$ cat config.mk
export PLATFORM = sky130hd
export DESIGN_NAME = adc_ddr_output
export DESIGN_NICKNAME = d
export VERILOG_FILES = /design/src/design/adc_ddr_pkg.sv /design/src/design/adc_sample_front.sv /design/src/design/adc_ddr_output.sv
export SDC_FILE = /design/constraint.sdc
export NUM_CORES = 1
export LEC_CHECK = 0
export BUFFER_PORTS_ARGS = -buffer_cell sky130_fd_sc_hd__buf_2
export CORE_AREA = 5 5 120 122
export CTS_CLUSTER_DIAMETER = 120
export DETAILED_ROUTE_END_ITERATION = 8
export DIE_AREA = 0 0 125 127
export SLEW_MARGIN = 15
export SYNTH_ARGS = -nofsm -noshare
export SYNTH_HDL_FRONTEND = slang
export SYNTH_SLANG_ARGS = --single-unit
export TNS_END_PERCENT = 30
$ cat constraint.sdc
create_clock -name clk -period 3.9 [get_ports clk]
set_input_delay 0.195 -clock clk [delete_from_list [all_inputs] [get_ports clk]]
set_output_delay 0.195 -clock clk [all_outputs]
set_load 0.1 [all_outputs]
$ cat src/design/adc_ddr_pkg.sv
// Package with types and constants for the DDR output and power control block.
package adc_ddr_pkg;

    // ==========================================================
    // Word and pipeline
    localparam int WORD_BITS = 12;
    localparam int HALF_BITS = 6;
    localparam int PIPE_FULL_CYCLES = 7;
    localparam int PIPE_DEPTH = PIPE_FULL_CYCLES + 1;
    localparam logic [WORD_BITS-1:0] CODE_MIN = 12'h000;
    localparam logic [WORD_BITS-1:0] CODE_MAX = 12'hfff;
    localparam logic [WORD_BITS-1:0] CODE_MID = 12'h800;
    localparam logic [WORD_BITS-1:0] MSB_MASK = 12'h800;

    // ==========================================================
    // Recovery times after leaving a low power state
    localparam int CLK_HZ = 10_000_000;
    localparam int PD_RECOVERY_US = 3000;
    localparam int SLEEP_RECOVERY_US = 100;
    localparam int PD_RECOVERY_CYCLES = PD_RECOVERY_US * (CLK_HZ / 1_000_000);
    localparam int SLEEP_RECOVERY_CYCLES = SLEEP_RECOVERY_US * (CLK_HZ / 1_000_000);
    localparam int RECOVERY_BITS = 16;

    // ==========================================================
    // Strap and power encodings
    localparam logic [1:0] STRAP_LEVEL_0 = 2'h0;
    localparam logic [1:0] STRAP_LEVEL_1 = 2'h1;
    localparam logic [1:0] STRAP_LEVEL_2 = 2'h2;
    localparam logic [1:0] STRAP_LEVEL_3 = 2'h3;
    localparam logic [1:0] PWR_LEVEL_GND = 2'h0;
    localparam logic [1:0] PWR_LEVEL_MID = 2'h1;
    localparam logic [1:0] PWR_LEVEL_HIGH = 2'h2;

    typedef enum logic {CLK_SINGLE, CLK_DIFF} clock_mode_t;
    typedef enum logic {FMT_OFFSET_BINARY, FMT_TWOS_COMPLEMENT} data_format_t;
    typedef enum {PWR_ON, PWR_SLEEP, PWR_DOWN, PWR_RECOVER} power_state_t;

    typedef struct packed {
        clock_mode_t clock_mode;
        data_format_t data_format;
    } strap_cfg_t;

    typedef struct packed {
        logic [HALF_BITS-1:0] odd_bits;
        logic [HALF_BITS-1:0] even_bits;
        logic strobe;
        logic valid;
    } ddr_out_t;

endpackage

$ cat src/design/adc_sample_front.sv
// Sample front end: saturating quantiser and number format conversion.
`timescale 1ns/10ps
module adc_sample_front
    import adc_ddr_pkg::*;
(
    input wire logic clk,
    input wire logic reset,
    input wire logic take_sample,
    input wire logic signed [WORD_BITS:0] analog_in,
    input wire data_format_t data_format,
    output logic [WORD_BITS-1:0] code_out
);

    typedef struct packed {
        logic [WORD_BITS-1:0] code;
    } front_state_t;

    front_state_t state_r;
    front_state_t state_nxt;

    // ==========================================================
    // Quantiser
    // Input is a signed value around mid scale; out-of-range values clamp.
    function automatic logic [WORD_BITS-1:0] quantise(input logic signed [WORD_BITS:0] v);
        logic signed [WORD_BITS+1:0] biased;
        biased = {v[WORD_BITS], v} + $signed({2'h0, CODE_MID});
        if (biased < 0) begin
            return CODE_MIN;
        end else if (biased > $signed({2'h0, CODE_MAX})) begin
            return CODE_MAX;
        end
        return biased[WORD_BITS-1:0];
    endfunction

    always_comb begin
        state_nxt = state_r;
        if (take_sample) begin
            state_nxt.code = quantise(analog_in);
            if (data_format == FMT_TWOS_COMPLEMENT) begin
                state_nxt.code = quantise(analog_in) ^ MSB_MASK;
            end
        end
    end

    always_ff @(posedge clk) begin
        if (reset) begin
            state_r <= '{code: CODE_MID};
        end else begin
            state_r <= state_nxt;
        end
    end

    assign code_out = state_r.code;

endmodule

$ cat src/design/adc_ddr_output.sv
// Top of the converter digital side: sampling, pipeline, DDR output and power control.
`timescale 1ns/10ps
// Overview of operation
// - Every sample taken yields one 12-bit output word.
// - One four-level strap selects both the clock input mode and the output number format.
// - A word strobe is driven with the data and toggles at the sample clock rate.
// - Each sample is taken at the falling edge of the sample clock.
// - Each word starts at a strobe falling edge seven and a half sample clocks after acquisition.
// - A high power-state input gives power-down and no valid words.
// - A mid-level power-state input gives sleep, or holds power-down if already down, and stops conversion output.
// - Recovery from sleep is shorter than recovery from power-down.
// - Offset binary has mid scale at 800 and two's complement inverts its top bit.
module adc_ddr_output
    import adc_ddr_pkg::*;
#(
    parameter int PD_RECOVERY = PD_RECOVERY_CYCLES,
    parameter int SLEEP_RECOVERY = SLEEP_RECOVERY_CYCLES,
    parameter logic [3:0] STRAP_CLOCK_DIFF = 4'h5,
    parameter logic [3:0] STRAP_TWOS = 4'h3
)
(
    input wire logic clk,
    input wire logic reset,
    input wire logic sample_clock,
    input wire logic signed [WORD_BITS:0] analog_in,
    input wire logic [1:0] clock_and_format_strap,
    input wire logic [1:0] power_state_select,
    output ddr_out_t data_out,
    output clock_mode_t clock_mode,
    output data_format_t data_format,
    output logic converting
);

    typedef struct packed {
        logic [1:0] sclk_sync;
        logic sclk_prev;
        logic [1:0] strap_sync0;
        logic [1:0] strap_sync1;
        logic [1:0] pwr_sync0;
        logic [1:0] pwr_sync1;
        strap_cfg_t cfg;
        power_state_t pwr;
        logic [RECOVERY_BITS-1:0] recover_cnt;
        logic [PIPE_FULL_CYCLES-1:0][WORD_BITS-1:0] pipe;
        logic [PIPE_FULL_CYCLES-1:0] pipe_valid;
        ddr_out_t out;
    } top_state_t;

    top_state_t state_r;
    top_state_t state_nxt;
    logic sclk_s;
    logic fall_edge;
    logic rise_edge;
    logic take_sample;
    logic [WORD_BITS-1:0] sampled_code;

    // ==========================================================
    // Strap decoding
    function automatic strap_cfg_t decode_strap(input logic [1:0] level);
        strap_cfg_t c;
        c.clock_mode = STRAP_CLOCK_DIFF[level] ? CLK_DIFF : CLK_SINGLE;
        c.data_format = STRAP_TWOS[level] ? FMT_TWOS_COMPLEMENT : FMT_OFFSET_BINARY;
        return c;
    endfunction

    function automatic logic [HALF_BITS-1:0] pick_bits(input logic [WORD_BITS-1:0] w, input logic odd);
        logic [HALF_BITS-1:0] r;
        for (int i = 0; i < HALF_BITS; i++) begin
            r[i] = w[2 * i + (odd ? 1 : 0)];
        end
        return r;
    endfunction

    // ==========================================================
    // Edge detection on the sampled link clock
    // The link clock is slow against clk, so two flops plus an edge compare suffice.
    assign sclk_s = state_r.sclk_sync[1];
    assign fall_edge = state_r.sclk_prev && !sclk_s;
    assign rise_edge = !state_r.sclk_prev && sclk_s;
    assign take_sample = fall_edge && (state_r.pwr == PWR_ON || state_r.pwr == PWR_RECOVER);

    adc_sample_front u_front (
        .clk(clk),
        .reset(reset),
        .take_sample(take_sample),
        .analog_in(analog_in),
        .data_format(state_r.cfg.data_format),
        .code_out(sampled_code)
    );

    // ==========================================================
    // Next state
    always_comb begin
        state_nxt = state_r;
        state_nxt.sclk_sync = {state_r.sclk_sync[0], sample_clock};
        state_nxt.sclk_prev = sclk_s;
        state_nxt.strap_sync0 = clock_and_format_strap;
        state_nxt.strap_sync1 = state_r.strap_sync0;
        state_nxt.pwr_sync0 = power_state_select;
        state_nxt.pwr_sync1 = state_r.pwr_sync0;
        state_nxt.cfg = decode_strap(state_r.strap_sync1);

        // Power state handling.
        if (state_r.pwr_sync1 == PWR_LEVEL_HIGH) begin
            state_nxt.pwr = PWR_DOWN;
        end else if (state_r.pwr_sync1 == PWR_LEVEL_MID) begin
            if (state_r.pwr != PWR_DOWN) begin
                state_nxt.pwr = PWR_SLEEP;
            end
        end else if (state_r.pwr == PWR_DOWN) begin
            state_nxt.pwr = PWR_RECOVER;
            state_nxt.recover_cnt = RECOVERY_BITS'(PD_RECOVERY);
        end else if (state_r.pwr == PWR_SLEEP) begin
            state_nxt.pwr = PWR_RECOVER;
            state_nxt.recover_cnt = RECOVERY_BITS'(SLEEP_RECOVERY);
        end else if (state_r.pwr == PWR_RECOVER) begin
            if (state_r.recover_cnt <= RECOVERY_BITS'(1)) begin
                state_nxt.pwr = PWR_ON;
                state_nxt.recover_cnt = '0;
            end else begin
                state_nxt.recover_cnt = state_r.recover_cnt - RECOVERY_BITS'(1);
            end
        end

        // The pipeline advances once per sample clock; sample front updates on the falling edge.
        if (fall_edge) begin
            for (int i = PIPE_FULL_CYCLES - 1; i > 0; i--) begin
                state_nxt.pipe[i] = state_r.pipe[i-1];
                state_nxt.pipe_valid[i] = state_r.pipe_valid[i-1];
            end
            state_nxt.pipe[0] = sampled_code;
            state_nxt.pipe_valid[0] = take_sample;
        end

        // The strobe runs inverted to the sample clock, so a word can start half a cycle after a sampling edge.
        if (state_r.pwr == PWR_DOWN || state_r.pwr == PWR_SLEEP) begin
            state_nxt.out = '0;
            state_nxt.pipe_valid = '0;
        end else if (rise_edge) begin
            state_nxt.out.strobe = 1'b0;
            state_nxt.out.odd_bits = pick_bits(state_r.pipe[PIPE_FULL_CYCLES-1], 1'b1);
            state_nxt.out.even_bits = pick_bits(state_r.pipe[PIPE_FULL_CYCLES-1], 1'b0);
            state_nxt.out.valid = state_r.pipe_valid[PIPE_FULL_CYCLES-1] && state_r.pwr == PWR_ON;
        end else if (fall_edge) begin
            state_nxt.out.strobe = 1'b1;
        end
    end

    always_ff @(posedge clk) begin
        if (reset) begin
            state_r <= '{pwr: PWR_ON, cfg: '{CLK_SINGLE, FMT_OFFSET_BINARY}, default: '0};
        end else begin
            state_r <= state_nxt;
        end
    end

    assign data_out = state_r.out;
    assign clock_mode = state_r.cfg.clock_mode;
    assign data_format = state_r.cfg.data_format;
    assign converting = (state_r.pwr == PWR_ON);

endmodule

==> metrics <==
status=finished, final reports clean; Layout area overhead=14.6%; Seq pwr share=35.4%; Logic pwr share=27.7%; initial antenna violation count=0; clock transition at the registers of the reported paths=0.06 ns; Port Buf Inserts=36; number of synthesized flops with an enable pin=0; syn_nets=762; DRT iter0 DRCs=358; r2r startpoint=state_r[114]; CP startpoint=state_r[114]; Post-Syn Area=5800 sq um; RSZ-0062 raised after global routing=no; routing usage on met1=19.9%; vias in the first global route=4384; Skew-Pair Late Insertion Delay=0.42 ns; H-tree depth=4; Rows=42; drt drc=0; HPWL Detailed=7340 microns; synthesized area per cell=7.92 sq um; largest net degree at the start of global routing=102; Seq cells post-synth=148; R2R Path End=state_r[109]; critical path's slowest cell=or4_1; period utilization=59.7%; # clock sinks=148; WL final=11600 microns; TNS Setup=0 ns; root buffer cell=clkbuf_16; sequential area share after synthesis=51.1%; via count=4579; Mapped Cells=732; Internal Power=3.14 mW; grt peak-use layer=met2; proportion of layout cells with a drive suffix above 1=10.7%; critical path endpoint category=flip-flop; Core Region=13100 sq um; actual slew at the worst max-slew pin=1.08 ns; Die Y=127 microns; Fmax=429 MHz; fin nets=763; # placed instances=885; average wire per standard cell=12.6 microns; CP top delay family=simple AND/OR/NAND/NOR gates; Worst Path Max Fanout=9; Unique masters post-synth=48; Sw Pwr=1.56 mW; chip width=125 microns; Die ar.=15900 sq um; CP endpoint=state_r[109]; Critical Path, Cell by Cell=or4_1 > nor4_4 > nand2_2 > a41oi_1 > o32ai_1; synth warn=0; Via density=4.97; max_slew headroom=28.0%; met3 Use GR=4.38%; max-slew violations=0; GR Overflow Total=0; I/O Pins=37; total CTS buffers=17; Global Route Usage Sum=15.4%; asr flop ratio synth=0%; Max stage delay on crit path=0.68 ns; Clk network pwr share=36.9%; Starting Density=44.3%; crit path buf inv count=0; critical path required time=4.16 ns; ANT nets after route=0; Worst Path Arrival=2.59 ns; final hold violations=0; post-layout min period=2.33 ns; Pwr Density=708 nW/um^2; Worst IR Drop VDD=0.325 mV; Antenna diodes=0; switching fraction of total power=33.3%; clk buf depth=2; final setup violation count=0; crit path kind=reg2reg; Pre-antenna DRT Iters=4; CTS tree=yes; GPL Wtd Cong=0.766; Worst R2R Path Depth=5; worst min path class=in2reg; Post-CTS Setup Inserts=0; setup slack, reg-to-reg=1.57 ns; maxcap violations=0; first-pass GRT wire length=20300 microns; CP startpoint kind=flip-flop; CP Depth=5; top_reg_cell synth=dfxtp_1; met2 Use GR=24.3%; final std cells w/o fill=922; P_leak=2.34 nW; Fin Clk Skew=0.00882 ns
## synthesized netlist by cell type, types with 2 or more instances
master	number	area share, %
nand2_1	222	14
xor2_1	2	0.30
nand3_1	11	0.95
ha_1	10	2.2
nor3_1	23	2.0
buf_4	14	1.8
a22oi_1	2	0.26
a21oi_1	127	11
nor2b_1	27	2.9
o211ai_1	2	0.26
dfxtp_1	148	51
o31ai_1	3	0.39
o21ai_0	7	0.60
clkbuf_1	41	2.7
a31oi_1	3	0.32
xnor2_1	2	0.30
o22ai_1	3	0.32
nand2b_1	3	0.32
buf_1	6	0.39
nor2_1	32	2.1
o32ai_1	2	0.30
nor4_2	2	0.43
inv_1	12	0.78
buf_2	2	0.17
mux2i_1	2	0.35
or4_1	2	0.26
## cell usage in the layout (no fill, tap or decap), types with 3 or more instances in the layout
| master | instances |
|---|---|
| nand2_1 | 222 |
| dfxtp_1 | 148 |
| a21oi_1 | 127 |
| buf_2 | 35 |
| nor2_1 | 32 |
| nor2b_1 | 26 |
| nor3_1 | 23 |
| clkbuf_16 | 17 |
| inv_1 | 12 |
| nand3_1 | 11 |
| ha_1 | 10 |
| o21ai_0 | 7 |
| clkinvlp_4 | 5 |
| dlygate4sd3_1 | 5 |
| buf_4 | 5 |
| bufinv_16 | 4 |
| o31ai_1 | 3 |
| a31oi_1 | 3 |
| o22ai_1 | 3 |
| clkbuf_8 | 3 |
## stage by stage
stage / cell area, sq um / power [mW] / hold slack, ns / worst slack [ns] / utilization [%]
floorplan: 5800 / 2.73 / 0.323 / 1.54 / -
global placement: 5950 / 2.99 / 0.364 / 1.63 / 45.5
detailed placement: 5950 / 2.99 / 0.368 / 1.58 / 45.5
CTS: 6650 / 4.74 / 0.134 / 1.57 / 50.8
global route: 6650 / 4.98 / 0.164 / 1.43 / 50.8
finish: 6650 / 4.70 / 0.154 / 1.57 / 50.8
## registers in the layout, summed over array words and instances, names as in the netlist
| register | count |
|---|---|
| data_out | 14 |
| u_front.code_out | 12 |
| clock_mode | 1 |
| state_nxt | 5 |
| sclk_s | 1 |
| state_r | 114 |
| data_format | 1 |
## worst min path at each step
| stage | startpoint | endpoint | slack (ns) | cells past startpoint |
|---|---|---|---|---|
| finish | reset | state_r[114] | 0.15 | 2 |
| global route | reset | state_r[100] | 0.16 | 2 |
| CTS | reset | state_r[114] | 0.13 | 2 |
| detailed placement | state_r[159] | clock_mode | 0.37 | 1 |
| global placement | state_r[159] | clock_mode | 0.36 | 1 |
| floorplan | power_state_select[0] | state_nxt[155] | 0.32 | 1 |
## what timing repair did
item	in CTS	in global routing
gates resized for setup	0	0
endpoints found under the setup margin	0	0
hold buffers	5	0
endpoints found under the hold margin	5	0
## layout make-up
type,count,area [sq um]
inverter,12,45.0
fill,1283,6440
clock inverter,12,176
tap,176,220
clock buffer,20,467
multi-input combinational,509,2510
sequential,148,2960
timing repair buffer,45,263
## power by group through the flow
stage / Sequential [mW] / Clock (mW) / Combinational [mW]
final: 1.67 / 1.73 / 1.30
after global routing: 1.68 / 1.84 / 1.45
after CTS: 1.67 / 1.77 / 1.30
after detailed placement: 1.70 / 0 / 1.29
after global placement: 1.69 / 0 / 1.30
after floorplan: 1.69 / 0 / 1.04
## worst register-to-register path, stage by stage (launching register included)
cell and delay [ns]:
dfxtp_1 0.36, or4_1 0.68, nor4_4 0.50, nand2_2 0.26, a41oi_1 0.28, o32ai_1 0.09
## cell families after synthesis
kind of cell               Yosys count  share of synthesized area (%)
adders and majority gates           10                           2.16
xor gates and xnor gates             4                          0.604
AOI/OAI and AO/OA                  160                           15.1
DFF                                148                           51.1
and+or+nand+nor                    332                           24.7
muxes                                3                          0.539
buffers and inverters               75                           5.80
## per-layer routing
metal / part of all wire (%) / vias to the layer above
met2: 46 / 77
met3: 4.4 / 12
li1: - / 2417
met1: 49 / 2073
met4: 0.98 / 0
met5: 0 / -
(Power assumes the default switching activity.)
